$ cat src/hw/csdv1_defs.vh
// field positions, fixed values and timing counts of the card-specific data register
`ifndef CSDV1_DEFS_VH
`define CSDV1_DEFS_VH

// =====================================================================
// register geometry
`define CSDV1_WIDTH              128
`define CSDV1_IMAGE_BITS         8'd128

// =====================================================================
// fixed fields
`define CSDV1_STRUCT_VERSION     2'h0
`define CSDV1_RESERVED6          6'h00
`define CSDV1_RESERVED2          2'h0
`define CSDV1_RESERVED5          5'h00
`define CSDV1_PARTIAL_READ       1'h1
`define CSDV1_LAST_BIT           1'h1

// =====================================================================
// transfer-rate codes
`define CSDV1_RATE_DEFAULT       8'h32
`define CSDV1_RATE_HIGH_SPEED    8'h5a

// =====================================================================
// positions of the writable fields
`define CSDV1_LAYOUT_GROUP_BIT   15
`define CSDV1_COPY_BIT           14
`define CSDV1_PERM_LOCK_BIT      13
`define CSDV1_TEMP_LOCK_BIT      12
`define CSDV1_LAYOUT_HI          11
`define CSDV1_LAYOUT_LO          10
`define CSDV1_SPARE_HI           9
`define CSDV1_SPARE_LO           8
`define CSDV1_CRC_HI             7
`define CSDV1_CRC_LO             1

// bits that software may alter (15:8 and 7:1); all others are read-only
`define CSDV1_PROG_MASK          128'h0000_0000_0000_0000_0000_0000_0000_fffe
// bits that accept one programming only (15:13 and 11:10)
`define CSDV1_ONCE_MASK          128'h0000_0000_0000_0000_0000_0000_0000_ec00

// =====================================================================
// block length and capacity limits
`define CSDV1_BLOCK_EXP_MIN      9
`define CSDV1_BLOCK_EXP_MAX      11
`define CSDV1_MAX_SECTORS        4153344
`define CSDV1_SIZE_CODE_BIAS     2

// =====================================================================
// clock-dependent access time unit, in host clock cycles
`define CSDV1_CLOCKED_UNIT       15'd100

`endif

$ cat src/hw/csdv1_register_bank.v
// card-specific data register (layout 1.0) with its serial program path
//
// Behaviour
// - 128-bit register; top two bits version 00b, next six bits read zero.
// - multi-bit fields are unsigned binary, most significant bit first.
// - async access byte: unit in bits 2:0, mantissa in 6:3, bit 7 reserved.
// - clocked access byte counts 100 host cycles; bytes sit at 111:104 and 119:112.
// - transfer byte: rate unit in bits 2:0, mantissa in 6:3, same table.
// - default timing mode reports transfer byte 032h, i.e. 25 MHz.
// - high-speed mode reports 05Ah; back to 032h when timing reverts.
// - command-class bit n set exactly when class n is supported.
// - read block exponent 9 to 11 only; write exponent always equals it.
// - partial-read bit always reads 1; short read blocks accepted.
// - bit 78 says whether a write block may cross a physical boundary.
// - bit 77 says whether a read block may cross a physical boundary.
// - driver-stage bit reads 1 only when a driver stage register exists.
// - a 2 GByte card must report 1024-byte read blocks.
// - user area never exceeds 4,153,344 sectors.
// - erase, protect-group and size-multiplier fields at their fixed positions.
// - write factor, partial-write, reserved zeros and final 1 fixed.
// - layout, copy, permanent lock program once; temp lock, spare, checksum rewritable.
// - only programmable fields and the transfer byte change; programmable fields only by the program command.
`timescale 1ns/1ps
`default_nettype none
`include "csdv1_defs.vh"

module csdv1_register_bank #(
    parameter [7:0]  ASYNC_ACCESS_TIME   = 8'h0e,
    parameter [7:0]  CLOCKED_ACCESS      = 8'h00,
    parameter [11:0] COMMAND_CLASSES     = 12'h5b5,
    parameter [3:0]  READ_BLOCK_EXP      = 4'h9,
    parameter [0:0]  WRITE_CROSS_OK      = 1'h0,
    parameter [0:0]  READ_CROSS_OK       = 1'h0,
    parameter [0:0]  DRIVER_STAGE        = 1'h0,
    parameter [11:0] DEVICE_SIZE_CODE    = 12'h7d0,
    parameter [2:0]  READ_CURR_LOW       = 3'h0,
    parameter [2:0]  READ_CURR_TOP       = 3'h0,
    parameter [2:0]  WRITE_CURR_LOW      = 3'h0,
    parameter [2:0]  WRITE_CURR_TOP      = 3'h0,
    parameter [2:0]  SIZE_MULTIPLIER     = 3'h3,
    parameter [0:0]  SINGLE_ERASE        = 1'h1,
    parameter [6:0]  ERASE_SECTOR        = 7'h7f,
    parameter [6:0]  PROTECT_GROUP_LEN   = 7'h00,
    parameter [0:0]  PROTECT_GROUP_EN    = 1'h0,
    parameter [2:0]  WRITE_SPEED_FACTOR  = 3'h2,
    parameter [0:0]  PARTIAL_WRITE       = 1'h0,
    parameter [0:0]  INIT_LAYOUT_GROUP   = 1'h0,
    parameter [0:0]  INIT_COPY           = 1'h0,
    parameter [0:0]  INIT_PERM_LOCK      = 1'h0,
    parameter [0:0]  INIT_TEMP_LOCK      = 1'h0,
    parameter [1:0]  INIT_LAYOUT         = 2'h0,
    parameter [6:0]  INIT_CRC            = 7'h00
) (
    // clock and reset
    input  wire         sys_clk,
    input  wire         rstn,
    // timing mode from the function-switch and reset command logic
    input  wire         high_speed_mode,
    // program command pins, host clock domain
    input  wire         prog_clk,
    input  wire         prog_frame,
    input  wire         prog_data,
    // register contents and status
    output reg  [127:0] card_specific_data,
    output reg  [14:0]  clocked_access_cycles,
    output reg          prog_done,
    output reg          prog_error,
    output reg          config_invalid
);

    // =================================================================
    // static checks on the fixed contents
    localparam integer BLOCK_EXP   = READ_BLOCK_EXP;
    localparam integer EXP_SHIFT   = (BLOCK_EXP >= `CSDV1_BLOCK_EXP_MIN) ?
                                     (BLOCK_EXP - `CSDV1_BLOCK_EXP_MIN) : 0;
    // sectors of 512 bytes; at most 4096 << 15 so it fits an integer
    localparam integer SECTORS     = (DEVICE_SIZE_CODE + 1) <<
                                     (SIZE_MULTIPLIER + `CSDV1_SIZE_CODE_BIAS + EXP_SHIFT);
    localparam         EXP_BAD     = (BLOCK_EXP < `CSDV1_BLOCK_EXP_MIN) ||
                                     (BLOCK_EXP > `CSDV1_BLOCK_EXP_MAX);
    localparam         SIZE_BAD    = (SECTORS > `CSDV1_MAX_SECTORS);
    localparam         MANT_BAD    = (ASYNC_ACCESS_TIME[6:3] == 4'h0) ||
                                     ASYNC_ACCESS_TIME[7];
    localparam         WRITE_BAD   = (WRITE_SPEED_FACTOR > 3'h5);
    localparam [0:0]   STATIC_BAD  = EXP_BAD || SIZE_BAD || MANT_BAD || WRITE_BAD;

    // =================================================================
    // pin synchronisation and host clock edge detection
    wire [2:0] pins_sync;
    wire       clk_s;
    wire       frame_s;
    wire       data_s;
    reg        clk_d;
    reg        frame_d;

    csdv1_sync #(
        .WIDTH     (3)
    ) u_sync (
        .sys_clk   (sys_clk),
        .rstn      (rstn),
        .pin_in    ({prog_clk, prog_frame, prog_data}),
        .level_out (pins_sync)
    );

    assign clk_s   = pins_sync[2];
    assign frame_s = pins_sync[1];
    assign data_s  = pins_sync[0];

    wire clk_rise   = clk_s & ~clk_d;
    wire frame_fall = frame_d & ~frame_s;

    // delayed copies of the synchronised levels for edge finding
    always @(posedge sys_clk)
    begin
        if (!rstn)
        begin
            clk_d   <= 1'b0;
            frame_d <= 1'b0;
        end
        else
        begin
            clk_d   <= clk_s;
            frame_d <= frame_s;
        end
    end

    // =================================================================
    // programmable field storage
    reg       layout_group;
    reg       copy_flag;
    reg       permanent_lock;
    reg       temporary_lock;
    reg [1:0] content_layout;
    reg [1:0] spare_bits;
    reg [6:0] checksum;
    reg       once_used;

    // =================================================================
    // serial image capture, most significant bit first
    reg [127:0] shift_image;
    reg [7:0]   bit_count;

    always @(posedge sys_clk)
    begin
        if (!rstn)
        begin
            shift_image <= 128'h0;
            bit_count   <= 8'h00;
        end
        else if (frame_fall)
        begin
            bit_count <= 8'h00;
        end
        else if (frame_s && clk_rise)
        begin
            shift_image <= {shift_image[126:0], data_s};
            // saturate past a full image so an overlong frame stays wrong
            if (bit_count <= `CSDV1_IMAGE_BITS)
                bit_count <= bit_count + 8'h01;
        end
    end

    // =================================================================
    // acceptance checks on a completed frame
    wire length_ok  = (bit_count == `CSDV1_IMAGE_BITS);
    wire fixed_same = ((shift_image ^ card_specific_data) & ~`CSDV1_PROG_MASK)
                      == 128'h0;
    wire once_same  = ((shift_image ^ card_specific_data) & `CSDV1_ONCE_MASK)
                      == 128'h0;
    // once-programmable fields lock after the first accepted command
    wire accept     = length_ok && fixed_same && (!once_used || once_same);

    // update of writable fields; everything else except the transfer byte never changes
    always @(posedge sys_clk)
    begin
        if (!rstn)
        begin
            layout_group   <= INIT_LAYOUT_GROUP;
            copy_flag      <= INIT_COPY;
            permanent_lock <= INIT_PERM_LOCK;
            temporary_lock <= INIT_TEMP_LOCK;
            content_layout <= INIT_LAYOUT;
            spare_bits     <= `CSDV1_RESERVED2;
            checksum       <= INIT_CRC;
            once_used      <= 1'b0;
        end
        else if (frame_fall && accept)
        begin
            layout_group   <= shift_image[`CSDV1_LAYOUT_GROUP_BIT];
            copy_flag      <= shift_image[`CSDV1_COPY_BIT];
            permanent_lock <= shift_image[`CSDV1_PERM_LOCK_BIT];
            content_layout <= shift_image[`CSDV1_LAYOUT_HI:`CSDV1_LAYOUT_LO];
            temporary_lock <= shift_image[`CSDV1_TEMP_LOCK_BIT];
            spare_bits     <= shift_image[`CSDV1_SPARE_HI:`CSDV1_SPARE_LO];
            // host recomputes the checksum for each change; stored as given
            checksum       <= shift_image[`CSDV1_CRC_HI:`CSDV1_CRC_LO];
            once_used      <= 1'b1;
        end
    end

    // =================================================================
    // command completion strobes
    always @(posedge sys_clk)
    begin
        if (!rstn)
        begin
            prog_done  <= 1'b0;
            prog_error <= 1'b0;
        end
        else
        begin
            prog_done  <= frame_fall;
            prog_error <= frame_fall & ~accept;
        end
    end

    // =================================================================
    // transfer-rate byte follows the timing mode
    wire [7:0] rate_code = high_speed_mode ? `CSDV1_RATE_HIGH_SPEED
                                           : `CSDV1_RATE_DEFAULT;

    // =================================================================
    // assembled register image, msb first
    wire [127:0] next_image = {
        `CSDV1_STRUCT_VERSION,        // 127:126
        `CSDV1_RESERVED6,             // 125:120
        ASYNC_ACCESS_TIME,            // 119:112
        CLOCKED_ACCESS,               // 111:104
        rate_code,                    // 103:96
        COMMAND_CLASSES,              // 95:84
        READ_BLOCK_EXP,               // 83:80
        `CSDV1_PARTIAL_READ,          // 79
        WRITE_CROSS_OK,               // 78
        READ_CROSS_OK,                // 77
        DRIVER_STAGE,                 // 76
        `CSDV1_RESERVED2,             // 75:74
        DEVICE_SIZE_CODE,             // 73:62
        READ_CURR_LOW,                // 61:59
        READ_CURR_TOP,                // 58:56
        WRITE_CURR_LOW,               // 55:53
        WRITE_CURR_TOP,               // 52:50
        SIZE_MULTIPLIER,              // 49:47
        SINGLE_ERASE,                 // 46
        ERASE_SECTOR,                 // 45:39
        PROTECT_GROUP_LEN,            // 38:32
        PROTECT_GROUP_EN,             // 31
        `CSDV1_RESERVED2,             // 30:29
        WRITE_SPEED_FACTOR,           // 28:26
        READ_BLOCK_EXP,               // 25:22
        PARTIAL_WRITE,                // 21
        `CSDV1_RESERVED5,             // 20:16
        layout_group,                 // 15
        copy_flag,                    // 14
        permanent_lock,               // 13
        temporary_lock,               // 12
        content_layout,               // 11:10
        spare_bits,                   // 9:8
        checksum,                     // 7:1
        `CSDV1_LAST_BIT               // 0
    };

    // registered image so the output is glitch-free for the bus shifter
    always @(posedge sys_clk)
    begin
        if (!rstn)
            card_specific_data <= 128'h0;
        else
            card_specific_data <= next_image;
    end

    // =================================================================
    // clocked part of the access time, in host clock cycles
    wire [14:0] next_cycles = CLOCKED_ACCESS * `CSDV1_CLOCKED_UNIT;

    always @(posedge sys_clk)
    begin
        if (!rstn)
            clocked_access_cycles <= 15'h0;
        else
            clocked_access_cycles <= next_cycles;
    end

    // =================================================================
    // flags a fixed content that breaks the block, capacity, access-time or write-factor limits;
    // a 2 GByte image with 512-byte blocks overflows the size code and cannot be set; images over 4153344 sectors land here
    always @(posedge sys_clk)
    begin
        if (!rstn)
            config_invalid <= 1'b0;
        else
            config_invalid <= STATIC_BAD;
    end

endmodule // csdv1_register_bank

`default_nettype wire

$ cat src/hw/csdv1_sync.v
// two-stage synchroniser for a group of asynchronous input pins
`timescale 1ns/1ps
`default_nettype none

module csdv1_sync #(
    parameter WIDTH = 3
) (
    // clock and reset
    input  wire             sys_clk,
    input  wire             rstn,
    // pins in, synchronised levels out
    input  wire [WIDTH-1:0] pin_in,
    output reg  [WIDTH-1:0] level_out
);

    reg [WIDTH-1:0] meta;

    // =================================================================
    // first stage feeds only the second; nothing else may look at it
    always @(posedge sys_clk)
    begin
        if (!rstn)
        begin
            meta      <= {WIDTH{1'b0}};
            level_out <= {WIDTH{1'b0}};
        end
        else
        begin
            meta      <= pin_in;
            level_out <= meta;
        end
    end

endmodule // csdv1_sync

`default_nettype wire

$ cat config.mk
export PLATFORM = sky130hd
export DESIGN_NAME = csdv1_register_bank
export DESIGN_NICKNAME = d
export VERILOG_FILES = /design/src/hw/csdv1_register_bank.v /design/src/hw/csdv1_sync.v
export VERILOG_INCLUDE_DIRS = /design/src /design/src/hw
export SDC_FILE = /design/constraint.sdc
export NUM_CORES = 1
export LEC_CHECK = 0
export BUFFER_PORTS_ARGS = -buffer_cell sky130_fd_sc_hd__clkbuf_2
export CAP_MARGIN = 20
export CORE_ASPECT_RATIO = 1.25
export CORE_MARGIN = 3
export CORE_UTILIZATION = 45
export DETAILED_ROUTE_END_ITERATION = 10
export PLACE_DENSITY = 0.72
export SLEW_MARGIN = 20
export SYNTH_ARGS = -nofsm -noshare
export SYNTH_HDL_FRONTEND = slang
export SYNTH_SLANG_ARGS = --single-unit
$ cat constraint.sdc
create_clock -name sys_clk -period 3.4 [get_ports sys_clk]
set_clock_uncertainty 0.15 [all_clocks]
set_input_delay 0.68 -clock sys_clk [delete_from_list [all_inputs] [get_ports sys_clk]]
set_output_delay 0.68 -clock sys_clk [all_outputs]
set_load 0.01 [all_outputs]
==> run_results.csv, run 1 <==
group,metric,value,unit
run_status,status,"finished, final reports clean",
setup_path,critPathMaxStageDelay,440,ps
timing,grt_setup_unrepaired,"no",
cts,numCtsBuffers,17,
drt,viasPerCell,4.849,
layout,nets,960,
pwr,comb_power_share,0.037,
synth,synth-main-ff-cell,"dfxtp_1",
setup_path,setup.worst_path.end_class,"flop",
timing,period_minus_slack,2459,ps
placed_design,place_congestion,0.7935,
cts,cts_resized,0,
min_path,whs_path_depth,2,
synth,yosysTopAreaCell,"dfxtp_1",
layout,n_antenna_cell,0,
layout,fillerInstances,1548,
setup_path,rrSetupSlack,940,ps
drt,drt_wl_total,14870,um
timing,final.period_utilization,0.7232,
cts,clock_path_buffers,2,
drt,drt_iter0_drc,322,
setup_path,crit_top_cell,"buf_4",
drt,drtPass1Iterations,4,
drt,ant_nets,0,
timing,hold_viol_final,0,
synth,synth_area_leaders,"dfxtp_1 48%, nand2_1 14%, buf_4 12%",
pwr,clkPwrFrac,0.450,
setup_path,path_class,"reg -> reg",
die,die_y,151.5,um
setup_path,crit_path_cell_trace,"buf_4 > nand4_1 > nor3_1 > o221ai_1 > nor4_4 > buf_4 > mux2i_1",
layout,drive_above_1_share,0.1130,
grt,grtUsageTotal,0.1583,
pwr,p_seq_frac,0.513,
timing,max_freq,0.4067,GHz
pwr,leakage,3.092,nW
pwr,power_switching_share,0.2318,
cts,post_cts_buffers,0,
synth,synth_top_area_frac,0.4754,
min_path,hp-class,"in -> reg",
grt,grt_overflow_total,0,
grt,grt_antenna_before_repair,0,
pwr,p_sw,0.9630,mW
die,dieArea,18550,sq um
timing,worstMarginPinSlew,800.4,ps
layout,final_util,0.4921,
timing,slew_headroom,0.4664,
setup_path,start_kind,"flop",
die,start_util,0.4649,
cts,clk_pin_slew_worst_paths,70,ps
grt,grt_pass1_wl,23400,um
pwr,peakVddDrop,0.3155,mV
layout,flow.area_growth_from_synthesis,5.860,%
synth,synthCells,947,
die,core,16400,sq um
layout,multi_input_area,3138,sq um
cts,clock-sinks,181,
synth,netlist_top_cells_count,"291 x nand2_1, 181 x dfxtp_1, 131 x a21oi_1, 125 x buf_4, 45 x clkbuf_1",
synth,yosysSeqAreaShare,0.4754,
drt,num_vias,5727,
setup_path,worst-r2r-cell-count,7,
setup_path,cp_data_arrival_time,2670,ps
cts,cts-root-buf,"clkbuf_16",
die,row_count,52,
run,max-cap-violations,0,
layout,seqCellArea,3623,sq um
grt,grt_max_degree,80,
synth,ys_seq_elements,181,
synth,async_flop_share,0,
drt,route.detailed.drc,0,
cts,ctsHtreeMaxLevel,4,
setup_path,rr_endpoint,"spare_bits[1]$_SDFFE_PN0P_",
synth,netlist_area,7622,sq um
synth,avgSynthCellArea,8.049,sq um
drt,route.detailed.wl_per_inst,12.59,um
min_path,hold_start,"high_speed_mode",
placed_design,numPortBuffers,60,
timing,setup_viol,0,
die,dieWidth,122.4,um
synth,synth_cell_types,35,
setup_path,cp_slowest_cell,"dfxtp_1",
cts,clock_latency,440,ps
pwr,p_per_area,514.9,nW/um^2
die,pin_count,152,
setup_path,r2r-start,"card_specific_data[114]$_DFF_P_",
synth,yosysMostFrequentCell,"nand2_1",
synth,synth-edff-count,0,
timing,tns,0,ps
grt,grt_pass1_vias,4817,
pwr,p_int,3.192,mW
setup_path,cp.required,3610,ps
synth,yosysWarnings,0,
timing,drv_slew,0,
cts,cts_hold_buf,0,
cts,cts_tree,"yes",
setup_path,cp_max_fo,37,
placed_design,hpwl,9732,um
min_path,min_to,"card_specific_data[101]$_SDFF_PN0_",
[worst max-delay path, delay by kind of cell (launching register included)]
kind | cells | cell delay, ps
multiplexers | 1 | 230
AO/OA/AOI/OAI | 1 | 270
AND/OR/NAND/NOR | 3 | 600
flip-flops | 1 | 440
buffers and inverters | 2 | 680
[metrics by stage]
stage / cells / worst slack [ps] / power, mW / cell area (sq um) / hold slack, ps
final: 1181 / 941.0 / 4.155 / 8069 / 274.4
after global routing: 1181 / 779.8 / 4.303 / 8069 / 270.0
after detailed placement: 1149 / 963.8 / 2.332 / 7501 / 269.8
after global placement: 1149 / 1040 / 2.331 / 7501 / 263.4
after CTS: 1181 / 948.7 / 4.192 / 8069 / 254.2
after floorplan: 1037 / 617.0 / 2.394 / 7960 / 253.6
[registers in the layout, indices dropped and copies added (netlist names)]
name,flops
shift_image,128
frame_d,1
prog_error,1
layout_group,1
clk_d,1
u_sync.level_out,3
checksum,7
u_sync.meta,3
spare_bits,2
bit_count,8
permanent_lock,1
once_used,1
copy_flag,1
prog_done,1
card_specific_data,19
temporary_lock,1
content_layout,2
[cell families (layout without fill, tap and decap cells)]
| logic type | after synthesis | in the layout | synth area share |
|---|---|---|---|
| AND/OR/NAND/NOR | 408 | 408 | 0.2398 |
| buffers and inverters | 193 | 121 | 0.1577 |
| flip-flops | 181 | 181 | 0.4754 |
| AO/OA/AOI/OAI | 135 | 135 | 0.08979 |
| multiplexers | 15 | 15 | 0.01970 |
| XOR/XNOR | 12 | 12 | 0.01379 |
| adder cells (fa/ha/maj) | 2 | 2 | 0.003282 |
| other | 1 | 91 | 0.0004920 |
[layout make-up]
class | instances | area share
clock buffers | 19 | 0.05489
flip-flops and latches | 181 | 0.4491
multi-input cells | 663 | 0.3889
repair buffers | 69 | 0.04869
clock inverters | 13 | 0.01551
inverters | 20 | 0.009459
well taps | 216 | 0.03349
[layout by cell type, fill, tap and decap left out, types with 7 or more instances in the layout]
cell type	netlist	final
buf_4	125	7
and2_1	9	9
a21oi_1	131	131
nor3_1	9	9
dfxtp_1	181	181
nand4_1	18	18
nor4_1	41	41
nand2_1	291	291
conb_1	1	91
xor2_1	7	7
clkbuf_16	0	17
inv_1	19	19
clkbuf_2	0	60
mux2i_1	15	15
nor2_1	16	16
[routing by layer]
layer,vias to the layer above,share of wire,GRT usage
li1,2928,-,-
met1,2632,0.43,0.2038
met2,142,0.50,0.2517
met3,25,0.046,0.03528
met4,0,0.025,0.07619
met5,-,0,0
[power groups by stage]
stage | clock network [mW] | logic, mW | registers [mW]
2_1_floorplan | 0 | 0.211 | 2.18
3_3_place_gp | 0 | 0.152 | 2.18
3_5_place_dp | 0 | 0.153 | 2.18
4_1_cts | 1.91 | 0.153 | 2.13
5_1_grt | 2.00 | 0.174 | 2.13
6_report | 1.87 | 0.154 | 2.13
[worst max-delay path by stage]
stage	start	end	slack, ps	depth (start not counted)
finish	card_specific_data[114]$_DFF_P_	spare_bits[1]$_SDFFE_PN0P_	940	7
global route	card_specific_data[114]$_DFF_P_	spare_bits[1]$_SDFFE_PN0P_	780	7
floorplan	card_specific_data[114]$_DFF_P_	checksum[0]$_SDFFE_PN0P_	620	7
detailed placement	card_specific_data[114]$_DFF_P_	spare_bits[1]$_SDFFE_PN0P_	960	7
CTS	card_specific_data[114]$_DFF_P_	spare_bits[1]$_SDFFE_PN0P_	950	7
global placement	card_specific_data[114]$_DFF_P_	layout_group$_SDFFE_PN0P_	1040	7
Power figures use the tool's default switching activity.
==> run 2: changes to the inputs <==
PLACE_DENSITY = 0.75   (was 0.72)
clock period = 2.1 ns   (was 3.4 ns; I/O delays follow)
==> run 2 against run 1 <==
  * Cell area up 8.5%
  * Critical path type unchanged
  * Register-to-register slack lost 1100 ps
  * Core utilization up 4.2 points
  * Sequential share of layout area shrank 3.4 points
  * The run now ends with setup timing left
  * Hold slack worse by 240 ps
  * Largest cell class unchanged
  * Combinational power up 71%
  * Non-clock buffer count rose by 69
==> run_results.csv, run 2 (synthesis results as in run 1) <==
group,metric,value,unit
die,row_count,52,
min_path,whs_path_depth,2,
placed_design,place_ws,-227.9,ps
drt,route.detailed.drc,0,
layout,n_antenna_cell,0,
pwr,leakage,3.519,nW
run_status,violations,"setup timing",
timing,max_freq,0.4373,GHz
placed_design,numPortBuffers,60,
setup_path,critPathMaxStageDelay,410,ps
layout,regMostFlops,"shift_image",
grt,grtUsageTotal,0.1716,
drt,route.detailed.wl_per_inst,12.74,um
cts,cts-root-buf,"clkbuf_16",
setup_path,path_class,"reg -> reg",
cts,clock_latency,440,ps
layout,largest_reg_flops,128,
drt,drt_iter0_drc,379,
timing,hold_viol_final,0,
layout,multi_input_area,3286,sq um
run,max-cap-violations,0,
cts,ctsHtreeMaxLevel,4,
placed_design,placed_cell_area,8020,sq um
setup_path,cp.required,2310,ps
die,core,16400,sq um
timing,setup_viol,16,
setup_path,cp_data_arrival_time,2500,ps
layout,nets,1029,
layout,fillerInstances,1522,
grt,grt_antenna_before_repair,0,
drt,ant_nets,0,
layout,fin_area,8756,sq um
setup_path,cp_max_fo,8,
cts,clock-sinks,181,
cts,clk_pin_slew_worst_paths,70,ps
die,pin_count,152,
die,dieArea,18550,sq um
timing,tns,-2380,ps
timing,worstMarginPinSlew,630.1,ps
cts,numCtsBuffers,17,
layout,seqCellArea,3636,sq um
grt,grt_max_degree,129,
timing,setup_slack,-186.8,ps
timing,grt_setup_unrepaired,"yes",
setup_path,worst-r2r-cell-count,7,
run_status,status,"finished, violations left",
die,start_util,0.4649,
timing,slew_headroom,0.5740,
placed_design,place_congestion,0.8634,
pwr,power,6.716,mW
setup_path,setup.worst_path.end_class,"flop",
layout,final_cell_mix,"291 x nand2_1, 173 x dfxtp_1, 130 x a21oi_1",
drt,drt_wl_total,15930,um
layout,final_common_cell,"nand2_1",
grt,grt_overflow_total,0,
pwr,p_per_area,767.0,nW/um^2
grt,grt_pass1_wl,25470,um
cts,clock_path_buffers,2,
drt,viasPerCell,4.908,
grt,grt_pass1_vias,5374,
timing,period_minus_slack,2287,ps
layout,drive_above_1_share,0.1954,
pwr,peakVddDrop,0.6344,mV
die,die_y,151.5,um
placed_design,hpwl,10500,um
setup_path,crit_path_cell_trace,"nor4_1 > nand4_1 > nor4_2 > nand3_1 > nor4_4 > buf_6 > mux2i_1",
layout,flow.area_growth_from_synthesis,14.87,%
die,dieWidth,122.4,um
timing,drv_slew,0,
timing,final.period_utilization,1.089,
setup_path,start_kind,"flop",
drt,num_vias,6135,
cts,cts_tree,"yes",
layout,top_regs,"shift_image (128), card_specific_data (19), bit_count (8)",
min_path,hp-class,"in -> reg",
drt,drtPass1Iterations,5,
setup_path,cp_slowest_cell,"nor4_1",
[run 2: cell types whose count changed in the layout (fill, tap and decap cells not counted), sizes merged]
cell         change
buf             +68
clkinv           -1
inv              +5
bufinv           -1
dlygate4sd3      +1
clkinvlp         -2
clkbuf           -1
[run 2: layout make-up]
cell class                 count  area share
clock buffer                  18     0.05016
clock inverter                14     0.01315
inverter                      20    0.008717
multi-input combinational    663      0.3752
sequential                   181      0.4153
tap                          216     0.03087
timing repair buffer         138      0.1066
[run 2: final timing paths]
check,start,end,slack [ps]
setup reg to reg,shift_image[85]$_SDFFE_PN0P_,temporary_lock$_SDFFE_PN0P_,-190
hold / removal,prog_clk,u_sync.meta[2]$_SDFF_PN0_,30
hold reg to reg,spare_bits[1]$_SDFFE_PN0P_,card_specific_data[9]$_SDFF_PN0_,280
setup / recovery,shift_image[85]$_SDFFE_PN0P_,temporary_lock$_SDFFE_PN0P_,-190
[run 2: per-stage QoR]
step | hold WS [ps] | std cells | util
2_1_floorplan | 253.6 | 1037 | -
3_3_place_gp | 264.5 | 1216 | 0.4892
3_5_place_dp | 270.9 | 1216 | 0.4892
4_1_cts | 21.61 | 1250 | 0.5316
5_1_grt | 37.16 | 1250 | 0.5340
6_report | 32.15 | 1250 | 0.5340
[run 2: timing repair]
item | in CTS | in global routing
endpoints found under the setup margin | 16 | 18
hold buffers | 1 | 0
pin swaps | 14 | 8
buffers inserted | 1 | 0
gates resized for setup | 23 | 8
cloned | 0 | 0
endpoints found under the hold margin | 1 | 0
[run 2: critical path: cells and delay by family (launching register included)]
kind / cells / cell delay [ps]
DFF: 1 / 320
and+or+nand+nor: 5 / 1350
muxes: 1 / 200
buffers and inverters: 1 / 210
[run 2: routing by layer]
layer	wire, um	global-route usage
met2	8034	0.2957
met5	0	0
met1	6586	0.2068
met4	343	0.06779
met3	963	0.03973
[run 2: where the power goes]
group	internal (mW)	leakage, nW	switching [mW]
sequential	3.44	1.46	0.00969
combinational	0.0593	1.78	0.204
clock	1.58	0.272	1.43
